--- src/verilog/frs_pkg.sv ---
// Constants for the fault retry sequencer.
// Assumes a 10 MHz system clock and a delay unit given in clock ticks.
package frs_pkg;
  localparam int unsigned SYS_CLK_HZ   = 10_000_000;
  localparam int unsigned CLK_PERIOD_NS = 1_000_000_000 / SYS_CLK_HZ;
  // Response field positions inside the 8-bit setting
  localparam int unsigned RESP_MSB     = 7;
  localparam int unsigned RESP_LSB     = 6;
  localparam int unsigned RETRY_MSB    = 5;
  localparam int unsigned RETRY_LSB    = 3;
  localparam int unsigned DELAY_MSB    = 2;
  localparam int unsigned DELAY_LSB    = 0;
  // Response codes
  localparam logic [1:0]  RESP_IGNORE  = 2'h0;
  localparam logic [1:0]  RESP_RUN_ON  = 2'h1;
  localparam logic [1:0]  RESP_RETRY   = 2'h2;
  localparam logic [1:0]  RESP_LATCH   = 2'h3;
  // Retry-count codes
  localparam logic [2:0]  RETRY_NONE   = 3'h0;
  localparam logic [2:0]  RETRY_ENDLESS = 3'h7;
  // Reset values
  localparam logic [7:0]  SETTING_RST  = 8'h00;
  localparam logic [15:0] UNIT_RST     = 16'h0001;
  // Delay code gives 2**code time units
  localparam int unsigned DELAY_CNT_W  = 24;
  localparam int unsigned ATTEMPT_W    = 3;

  typedef enum logic [2:0] {
    FRS_RUN   = 3'b000,
    FRS_RUNON = 3'b001,
    FRS_OFF   = 3'b011,
    FRS_TRY   = 3'b010,
    FRS_LATCH = 3'b110
  } frs_state_type;
endpackage

--- src/verilog/frs_sync.sv ---
// Three-stage input synchroniser with agreement filter.
// Assumes the input is asynchronous to sys_clk.
`timescale 1ns/100ps
`default_nettype none
module frs_sync #(
  parameter logic RST_VAL = 1'b0
) (
  input  wire logic sys_clk,
  input  wire logic reset,
  input  wire logic async_in,
  output var  logic sync_out
);
  logic s1_r;
  logic s2_r;
  logic s3_r;
  logic out_r;

  always_ff @(posedge sys_clk or posedge reset) begin
    if (reset) begin
      s1_r  <= RST_VAL;
      s2_r  <= RST_VAL;
      s3_r  <= RST_VAL;
      out_r <= RST_VAL;
    end else begin
      s1_r <= async_in;
      s2_r <= s1_r;
      s3_r <= s2_r;
      if (s2_r == s3_r) begin
        out_r <= s3_r;
      end
    end
  end

  assign sync_out = out_r;
endmodule
`default_nettype wire

--- src/verilog/frs_sequencer.sv ---
// Output under-voltage fault response and retry sequencer.
// Assumes setting and unit come from a host-written register; fault,
// enable pin are asynchronous, other strobes are on sys_clk.
`timescale 1ns/100ps
`default_nettype none
// How it works
// codes 2..6 give that many restarts
// after last failed try, latch off
// attempt spacing is 2**delay field times unit
// code 7 retries until commanded off
// other fault shutdown ends endless retrying
// response field picks one of four behaviours
// code 0 means no restart, latch off
// status clear, clear-all, off-on, power clear
// delay code n gives 2**n time units
// attempt counter resets on clear or recovery
module frs_sequencer
  import frs_pkg::*;
(
  input  wire logic        sys_clk,
  input  wire logic        reset,
  input  wire logic [7:0]  resp_setting,
  input  wire logic [15:0] unit_ticks,
  input  wire logic        uv_fault_pin,
  input  wire logic        ctrl_pin,
  input  wire logic        op_on,
  input  wire logic        clear_status,
  input  wire logic        clear_faults,
  input  wire logic        other_fault_stop,
  output var  logic        output_en,
  output var  logic        fault_latched,
  output var  logic        retrying,
  output var  logic [2:0]  attempts_used
);
  logic          uv_s;
  logic          ctrl_s;
  frs_state_type st_r;
  frs_state_type st_nxt;
  logic [DELAY_CNT_W-1:0] tmr_r;
  logic [DELAY_CNT_W-1:0] tmr_nxt;
  logic [ATTEMPT_W-1:0]   cnt_r;
  logic [ATTEMPT_W-1:0]   cnt_nxt;
  logic          on_prev_r;
  logic          en_r;
  logic          lat_r;
  logic          try_r;

  frs_sync u_sync_uv (
    .sys_clk  (sys_clk),
    .reset    (reset),
    .async_in (uv_fault_pin),
    .sync_out (uv_s)
  );
  frs_sync u_sync_ctrl (
    .sys_clk  (sys_clk),
    .reset    (reset),
    .async_in (ctrl_pin),
    .sync_out (ctrl_s)
  );

  // Delay in clock ticks: 2**code units
  function automatic logic [DELAY_CNT_W-1:0] delay_ticks(
    input logic [2:0]  code,
    input logic [15:0] unit
  );
    logic [DELAY_CNT_W-1:0] u;
    u = DELAY_CNT_W'(unit);
    delay_ticks = DELAY_CNT_W'(u << code);
  endfunction

  wire logic [1:0] resp_w   = resp_setting[RESP_MSB:RESP_LSB];
  wire logic [2:0] retry_w  = resp_setting[RETRY_MSB:RETRY_LSB];
  wire logic [2:0] dcode_w  = resp_setting[DELAY_MSB:DELAY_LSB];
  wire logic [DELAY_CNT_W-1:0] dly_w = delay_ticks(dcode_w, unit_ticks);
  // Reload one short so a full interval is exactly dly_w ticks
  wire logic [DELAY_CNT_W-1:0] dly_load_w = (dly_w == '0) ? '0 :
                                            dly_w - 1'b1;
  wire logic on_cmd_w  = ctrl_s & op_on;
  wire logic off_on_w  = on_cmd_w & ~on_prev_r;
  wire logic clear_w   = clear_status | clear_faults | off_on_w;
  wire logic endless_w = (retry_w == RETRY_ENDLESS);
  // Codes 1..6 allow that many tries; 7 never runs out
  wire logic tries_left_w = endless_w ? 1'b1 :
                            (cnt_r < retry_w);
  wire logic tmr_done_w = (tmr_r == '0);

  always_comb begin
    st_nxt  = st_r;
    tmr_nxt = tmr_done_w ? tmr_r : tmr_r - 1'b1;
    cnt_nxt = cnt_r;
    case (st_r)
      FRS_RUN: begin
        cnt_nxt = '0;
        if (uv_s && on_cmd_w && !other_fault_stop) begin
          case (resp_w)
            RESP_IGNORE: st_nxt = FRS_RUN;
            RESP_RUN_ON: begin
              st_nxt  = FRS_RUNON;
              tmr_nxt = dly_load_w;
            end
            RESP_RETRY: begin
              st_nxt  = (retry_w == RETRY_NONE) ? FRS_LATCH : FRS_OFF;
              tmr_nxt = dly_load_w;
            end
            default: st_nxt = FRS_LATCH;
          endcase
        end
      end
      FRS_RUNON: begin
        if (!uv_s) begin
          st_nxt = FRS_RUN;
        end else if (tmr_done_w) begin
          st_nxt  = (retry_w == RETRY_NONE) ? FRS_LATCH : FRS_OFF;
          tmr_nxt = dly_load_w;
        end
      end
      FRS_OFF: begin
        if (tmr_done_w) begin
          if (tries_left_w) begin
            st_nxt  = FRS_TRY;
            tmr_nxt = dly_load_w;
            cnt_nxt = endless_w ? cnt_r : cnt_r + 1'b1;
          end else begin
            st_nxt = FRS_LATCH;
          end
        end
      end
      FRS_TRY: begin
        if (!uv_s) begin
          st_nxt = FRS_RUN;
        end else if (tmr_done_w) begin
          if (tries_left_w) begin
            tmr_nxt = dly_load_w;
            cnt_nxt = endless_w ? cnt_r : cnt_r + 1'b1;
          end else begin
            st_nxt = FRS_LATCH;
          end
        end
      end
      FRS_LATCH: begin
        if (clear_w) begin
          st_nxt  = FRS_RUN;
          cnt_nxt = '0;
        end
      end
      default: st_nxt = FRS_RUN;
    endcase
    // Command off or a foreign shutdown ends retrying
    if ((st_r == FRS_OFF || st_r == FRS_TRY) &&
        (!on_cmd_w || other_fault_stop)) begin
      st_nxt  = FRS_RUN;
      cnt_nxt = '0;
    end
  end

  always_ff @(posedge sys_clk or posedge reset) begin
    if (reset) begin
      st_r      <= FRS_RUN;
      tmr_r     <= '0;
      cnt_r     <= '0;
      on_prev_r <= 1'b0;
      en_r      <= 1'b0;
      lat_r     <= 1'b0;
      try_r     <= 1'b0;
    end else begin
      st_r      <= st_nxt;
      tmr_r     <= tmr_nxt;
      cnt_r     <= cnt_nxt;
      on_prev_r <= on_cmd_w;
      en_r      <= on_cmd_w && (st_nxt != FRS_OFF) &&
                   (st_nxt != FRS_LATCH);
      lat_r     <= (st_nxt == FRS_LATCH);
      try_r     <= (st_nxt == FRS_OFF) || (st_nxt == FRS_TRY);
    end
  end

  assign output_en     = en_r;
  assign fault_latched = lat_r;
  assign retrying      = try_r;
  assign attempts_used = cnt_r;

  // Checks
  property p_latch_off;
    @(posedge sys_clk) disable iff (reset)
      fault_latched |-> !output_en;
  endproperty
  a_latch_off: assert property (p_latch_off)
    else $error("output enabled while latched");

  property p_latch_hold;
    @(posedge sys_clk) disable iff (reset)
      (st_r == FRS_LATCH && !clear_w) |=> (st_r == FRS_LATCH);
  endproperty
  a_latch_hold: assert property (p_latch_hold)
    else $error("latch left without clear");

  property p_count_limit;
    @(posedge sys_clk) disable iff (reset)
      (!endless_w && retry_w != RETRY_NONE) |-> (cnt_r <= retry_w);
  endproperty
  a_count_limit: assert property (p_count_limit)
    else $error("attempt count beyond setting");

  property p_no_retry;
    @(posedge sys_clk) disable iff (reset)
      (st_r != FRS_OFF && st_r != FRS_TRY && retry_w == RETRY_NONE &&
       st_nxt == FRS_OFF) |-> 1'b0;
  endproperty
  a_no_retry: assert property (p_no_retry)
    else $error("retry entered with code zero");

  property p_endless;
    @(posedge sys_clk) disable iff (reset)
      (st_r == FRS_TRY && endless_w && uv_s && on_cmd_w &&
       !other_fault_stop) |=> (st_r != FRS_LATCH);
  endproperty
  a_endless: assert property (p_endless)
    else $error("endless retry latched");

  property p_stop;
    @(posedge sys_clk) disable iff (reset)
      ((st_r == FRS_OFF || st_r == FRS_TRY) && other_fault_stop)
        |=> (st_r == FRS_RUN && cnt_r == '0);
  endproperty
  a_stop: assert property (p_stop)
    else $error("foreign shutdown did not stop retry");

  property p_cnt_reset;
    @(posedge sys_clk) disable iff (reset)
      (st_r == FRS_RUN) |=> (st_r != FRS_RUN || cnt_r == '0);
  endproperty
  a_cnt_reset: assert property (p_cnt_reset)
    else $error("attempt counter kept after recovery");

  property p_spacing;
    @(posedge sys_clk) disable iff (reset)
      (st_r == FRS_OFF && st_nxt == FRS_TRY) |=> (tmr_r == dly_load_w);
  endproperty
  a_spacing: assert property (p_spacing)
    else $error("attempt spacing wrong");

  property p_ignore;
    @(posedge sys_clk) disable iff (reset)
      (st_r == FRS_RUN && resp_w == RESP_IGNORE) |=> (st_r == FRS_RUN);
  endproperty
  a_ignore: assert property (p_ignore)
    else $error("ignore response acted");

  c_latch: cover property (@(posedge sys_clk) st_r == FRS_LATCH);
  c_try:   cover property (@(posedge sys_clk) st_r == FRS_TRY);
  c_runon: cover property (@(posedge sys_clk) st_r == FRS_RUNON);
  c_recov: cover property (@(posedge sys_clk)
                           st_r == FRS_TRY ##1 st_r == FRS_RUN);
endmodule
`default_nettype wire

--- config.mk ---
export PLATFORM = sky130hd
export DESIGN_NAME = frs_sequencer
export DESIGN_NICKNAME = d
export VERILOG_FILES = /design/src/verilog/frs_pkg.sv /design/src/verilog/frs_sync.sv /design/src/verilog/frs_sequencer.sv
export SDC_FILE = /design/constraint.sdc
export NUM_CORES = 1
export LEC_CHECK = 0
export ABC_AREA = 1
export BUFFER_PORTS_ARGS = -buffer_cell sky130_fd_sc_hd__buf_4
export CAP_MARGIN = 20
export CORE_ASPECT_RATIO = 1.2
export CORE_MARGIN = 10
export CORE_UTILIZATION = 45
export CTS_CLUSTER_DIAMETER = 200
export DETAILED_ROUTE_END_ITERATION = 8
export GPL_TIMING_DRIVEN = 1
export HOLD_SLACK_MARGIN = 0.1
export PLACE_DENSITY = 0.61
export SETUP_SLACK_MARGIN = 0.1
export SLEW_MARGIN = 20
export SYNTH_ARGS = -nofsm -noshare
export SYNTH_HDL_FRONTEND = slang
export SYNTH_SLANG_ARGS = --single-unit
export TNS_END_PERCENT = 50
--- constraint.sdc ---
create_clock -name sys_clk -period 2.7 [get_ports sys_clk]
set_clock_uncertainty 0.05 [all_clocks]
set_input_delay 0.135 -clock sys_clk [delete_from_list [all_inputs] [get_ports sys_clk]]
set_output_delay 0.135 -clock sys_clk [all_outputs]
set_load 0.01 [all_outputs]
### After elaboration in Yosys (flattened, before gate mapping)

Index checks and enable logic that the tools add are counted.
W data, S select, Z words.

* RAM bits: 0
* output and inout bits: 6
* memory bits (read-only): 0
* memories kept: 0
* latch bits: 0
* bits in registers: 42

* magnitude comparators: 1
* shift-type cells: 1
* div/mod/pow operators: 0
* bitwise gates (word level): 5
* $mul: 0
* reductions and logical operators: 18
* add/sub/neg operators: 3
* equality and inequality tests: 16
* mux-type cells: 31

Operators by type and width (number)
* $mux W24: 9
* $pmux W24 S4: 1
* $mux W3: 17
* $logic_not A24 Y1: 2
* $sub A24 B1 Y24 const B: 2
* $shl A16 B3 Y24: 1
* $pmux W3 S5: 1
* $eq A3 B2 Y1 const B: 4
* $pmux W3 S4: 1
* $eq A3 B3 Y1 const B: 3
* $pmux W3 S3: 1
* $logic_not A3 Y1: 2
* $ne A3 B3 Y1 const B: 2
* $logic_and A1 B1 Y1: 5
* $reduce_bool A5 Y1: 1
* $add A3 B1 Y3 const B: 1
* $eq A3 B1 Y1 const B: 1
* $logic_or A1 B1 Y1: 3
* $lt A3 B3 Y1: 1
* $ne A3 B1 Y1 const B: 1
* $ne A3 B2 Y1 const B: 1
* $reduce_and A3 Y1: 1
* $and A1 B1 Y1: 2
* $eq A1 B1 Y1: 2
* other kinds (8): 10

### Logic depth before layout (Yosys ltp)

* depth in word-level cells: 10
* mapped depth: 18

### Modules after synthesis

A second synthesis with hierarchy kept.

* cells, all modules: 577
* area, all modules: 3880.0 um2

By module, submodules not included
* frs_sequencer: cells an instance 559, sequential area each 850.8 um2, area an instance 3639.7 um2, instances 1
* frs_sync: cells an instance 9, sequential area each 100.1 um2, area an instance 120.1 um2, instances 2

### Least setup slack after synthesis

OpenSTA, ideal clock, no wires.

* path type: register to register
* start point: register tmr_r[0]
* end point: register tmr_r[22]
* setup time: 0.117 ns
* period minus slack after synthesis: 2.175 ns
* stages on the path, launching flop included: 14
* path slack: 0.525 ns
* path buffers: 1
* arrival time: 2.008 ns
* cell sequence: dfrtp_1 clkinv_1 ha_1 nand2_4 nor2_8 nand3_4 nor2_4 nand2_2 or2_1 nand3b_4 inv_2 buf_6 nand3_1 nand2_1

* longest elaborated chain between the ends: 6

RTL lines
* from (decl): RTL line frs_sequencer.sv:39 `logic [DELAY_CNT_W-1:0] tmr_r;`
* from (signal assigned): RTL line frs_sequencer.sv:167 `tmr_r <= tmr_nxt;`
* $sub A24 B1 Y24 or $logic_not A24 Y1 (tied branches): RTL line frs_sequencer.sv:89, frs_sequencer.sv:85
* $mux W24: RTL line frs_sequencer.sv:89 `tmr_nxt = tmr_done_w ? tmr_r : tmr_r - 1'b1;`
* $mux W24: RTL line frs_sequencer.sv:119, frs_sequencer.sv:132
* $mux W24: RTL line frs_sequencer.sv:131 `end else if (tmr_done_w) begin`
* $mux W24: RTL line frs_sequencer.sv:129 `if (!uv_s) begin`
* $pmux W24 S4 (*): RTL line frs_sequencer.sv:91 `case (st_r)`
* via tmr_nxt[22]: RTL line frs_sequencer.sv:40 `logic [DELAY_CNT_W-1:0] tmr_nxt;`

The timed path passes the listed nets; every way through them passes the cells marked *.
A chain may end at the register's enable or synchronous reset.

### Final worst setup path

* start point: register tmr_r[0]
* end point: register tmr_r[17]

The elaborated chain is that of the path after synthesis.

==> flow_metrics.env <==
export IMPL_pwr_density_cell_nw_per_um2=563.1
export IMPL_p_leak_nw=2.408
export IMPL_vias=4219
export IMPL_clk_pin_slew_ns=0.08
export IMPL_ys_types=37
export IMPL_drive_gt1_share_pct=10.85
export IMPL_critical_path_max_stage_delay_ns=0.39
export IMPL_die_area_um2=13020
export IMPL_yosys_most_used_dff="dfrtp_1"
export IMPL_globalRouteOverflowTotal=0
export IMPL_rows=37
export IMPL_min_from="other_fault_stop"
export IMPL_setup_tns_ns=0
export IMPL_clock_latency_ns=0.30
export IMPL_start_util_pct=46.21
export IMPL_dp_hpwl_mm=9.184
export IMPL_path_cells="clkinv_1 -> ha_2 -> nand2_4 -> nor2_8 -> nand3_4 -> nor2_4 -> nand2_2 -> or2_1 -> nand3_1 -> inv_1 -> nor2_1 -> nand3_1 -> nand2_1"
export IMPL_reg2reg_slack_ns=0.29
export IMPL_reg2reg_from="tmr_r[0]$_DFF_PP0_"
export IMPL_criticalPathCategory="register to register"
export IMPL_synth_edf_count=0
export IMPL_maxCapViolCount=0
export IMPL_cts_buffers=5
export IMPL_synthMuxAreaShare_pct=0
export IMPL_regMostFlops="tmr_r"
export IMPL_cp_startpoint="tmr_r[0]$_DFF_PP0_"
export IMPL_n_fill_cell=922
export IMPL_antenna_cells=0
export IMPL_synth_fa_ha_area_share_pct=3.019
export IMPL_synth_top_cell_area_share_pct=26.42
export IMPL_r2r_cells=13
export IMPL_cpMostUsedCell="nand3_1"
export IMPL_dp_cells=796
export IMPL_rsz0062_at_grt="no"
export IMPL_cts_tree="yes"
export IMPL_yosys_warnings=0
export IMPL_num_io_pins=38
export IMPL_synth_top_area_cell="dfrtp_1"
export IMPL_finalHoldViolations=0
export IMPL_routed_wl_mm=11.06
export IMPL_core_area_um2=8611
export IMPL_status="finished clean"
export IMPL_cts_root_buf="clkbuf_8"
export IMPL_finalMaxSlewViolations=0
export IMPL_crit_required_ns=2.89
export IMPL_dieHeight_um=123.0
export IMPL_end_kind="register"
export IMPL_post_route_drc_count=0
export IMPL_cp_endpoint="tmr_r[17]$_DFF_PP0_"
export IMPL_netlist_instances=650
export IMPL_syn_to_final_growth_pct=13.36
export IMPL_crit_family="simple AND/OR/NAND/NOR gates"
export IMPL_multi_input_area_um2=2600
export IMPL_ys_ff_latch=42
export IMPL_dr_first_iter_drc_count=212
export IMPL_fin_crit_sh_pct=89.35
export IMPL_wl_per_cell_um=13.68
export IMPL_path_buf_inv=2
export IMPL_synth_most_common_cell="nand2_1"
export IMPL_cts_buffer_depth=2
export IMPL_largest_reg_flops=24
export IMPL_async_reset_ff_share_pct=100.0
export IMPL_synth_top_family_by_area="simple AND/OR/NAND/NOR gates"
export IMPL_worst_path_stages=13
export IMPL_via_per_inst=5.222
export IMPL_stdcell_count=808
export IMPL_synth_nets=690
export IMPL_synthTopCellsByCount="nand2_1, nand3_1, nor2_1"
export IMPL_crit_fanout=8
export IMPL_slew_headroom_pct=64.34
export IMPL_setup_violations=0
export IMPL_reg2reg_to="tmr_r[17]$_DFF_PP0_"
export IMPL_regArea_um2=1051
export IMPL_synth_seq_area_share_pct=26.42
export IMPL_vdd_drop_max_uv=232.2
export IMPL_grt_pass1_wl_mm=19.40
export IMPL_cp_slowest_cell="dfrtp_1"
export IMPL_synth_area_um2=3979
export IMPL_gp_congestion=0.9233
export IMPL_avgSynthCellArea_um2=6.121
export IMPL_grt_max_degree=43
export IMPL_firstDrtPassIters=5
export IMPL_worstSetupStartpointType="register"
export IMPL_synth_xor_area_share_pct=5.943
export IMPL_synth_compound_area_share_pct=5.943
export IMPL_drtAntennaViolNets=0
export IMPL_synth_simple_area_share_pct=50.38
export IMPL_antenna_found_initial=0
export IMPL_worstPathArrival_ns=2.60
export IMPL_die_w_um=105.8
export IMPL_htree_levels=2
export IMPL_timing_fmax_mhz=414.5
export IMPL_fin_nets=730
export IMPL_max_slew_worst_pin_slew_ns=0.5349
export IMPL_grt_total_usage_pct=17.69
export IMPL_yosys_top_cells_area="dfrtp_1, nand2_1, nand3_1"
export IMPL_io_buffers=37
export IMPL_cts_sinks=42
export IMPL_hp_class="input pin to register"
export IMPL_grt_pass1_vias=4223
export IMPL_min_period_ns=2.412
cell usage in the layout (no fill, tap or decap), types with 2 or more instances in the layout:
cell type	instances
xnor2_1	3
clkbuf_8	5
o211ai_1	3
nor2_1	89
maj3_1	2
or2_2	2
buf_4	43
nor3_1	13
inv_2	6
nand2_4	2
clkinv_1	2
o22ai_1	5
nand2_1	212
nand2_2	3
nand3_1	102
xor2_1	24
o21ai_0	16
inv_1	56
nor2_4	2
dfrtp_1	42
o21ai_1	6
nand3b_1	4
dlygate4sd3_1	4
ha_1	7
o21a_1	2
nor2_2	4
a21o_1	3
nand4_1	15
a21oi_1	3
metal layers:
layer	up-vias	part of all wire, %	track usage, %
met5	-	0	0
met4	0	2.8	7.203
met3	23	3.3	1.666
met2	113	47	29.80
met1	1904	46	22.85
li1	2179	-	-
area by class of cell:
| type | instances | share of cell area [%] |
|---|---|---|
| repair buffers | 47 | 8.044 |
| clock inverters | 2 | 0.8322 |
| clock buffers | 6 | 1.609 |
| multi-input cells | 530 | 57.64 |
| well taps | 117 | 3.245 |
| flip-flops and latches | 42 | 23.30 |
| inverters | 64 | 5.326 |
how the worst min path moves through the flow:
stage	end	slack, ns	cells past startpoint
floorplan	u_sync_ctrl.s1_r$_DFF_PP0_	0.12	0
global placement	u_sync_ctrl.s1_r$_DFF_PP0_	0.20	1
detailed placement	u_sync_ctrl.s1_r$_DFF_PP0_	0.20	1
CTS	attempts_used[2]$_DFFE_PP0P_	0.14	4
global route	attempts_used[2]$_DFFE_PP0P_	0.17	4
finish	attempts_used[2]$_DFFE_PP0P_	0.15	4
through the flow:
step / setup WS, ns / power [mW] / hold WS, ns / area [µm²] / utilization [%]
floorplan: 0.5248 / 1.747 / 0.1164 / 3979 / -
global placement: 0.3160 / 2.028 / 0.1952 / 4358 / 50.61
detailed placement: 0.2386 / 2.023 / 0.1978 / 4358 / 50.61
CTS: 0.2133 / 2.537 / 0.1408 / 4508 / 52.35
global route: 0.1120 / 2.760 / 0.1747 / 4511 / 52.38
finish: 0.2875 / 2.540 / 0.1469 / 4511 / 52.38
power by group:
group | total (mW) | switching, mW | internal (mW) | leakage [nW]
Sequential | 0.963 | 0.176 | 0.787 | 0.528
Combinational | 1.08 | 0.675 | 0.405 | 1.83
Clock | 0.497 | 0.221 | 0.276 | 0.0514
Total | 2.54 | 1.07 | 1.47 | 2.41
worst register-to-register path, stage by stage (launching register included):
cell	delay, ns
dfrtp_1	0.39
clkinv_1	0.14
ha_2	0.28
nand2_4	0.09
nor2_8	0.15
nand3_4	0.11
nor2_4	0.19
nand2_2	0.10
or2_1	0.26
nand3_1	0.15
inv_1	0.07
nor2_1	0.16
nand3_1	0.13
nand2_1	0.08
logic make-up (layout without fill, tap and decap cells):
group | count (synthesis) | in the layout
AND/OR/NAND/NOR | 453 | 453
buffers and inverters | 78 | 119
flip-flops | 42 | 42
AO/OA/AOI/OAI | 40 | 40
XOR/XNOR | 27 | 27
adder cells (fa/ha/maj) | 10 | 10
timing repair:
item,CTS,global route
resized for setup,0,1
endpoints found under the setup margin,0,12
hold buffers,4,0
hold endpoints to repair,45,0
setup buffers,0,0
(Power assumes the default switching activity.)
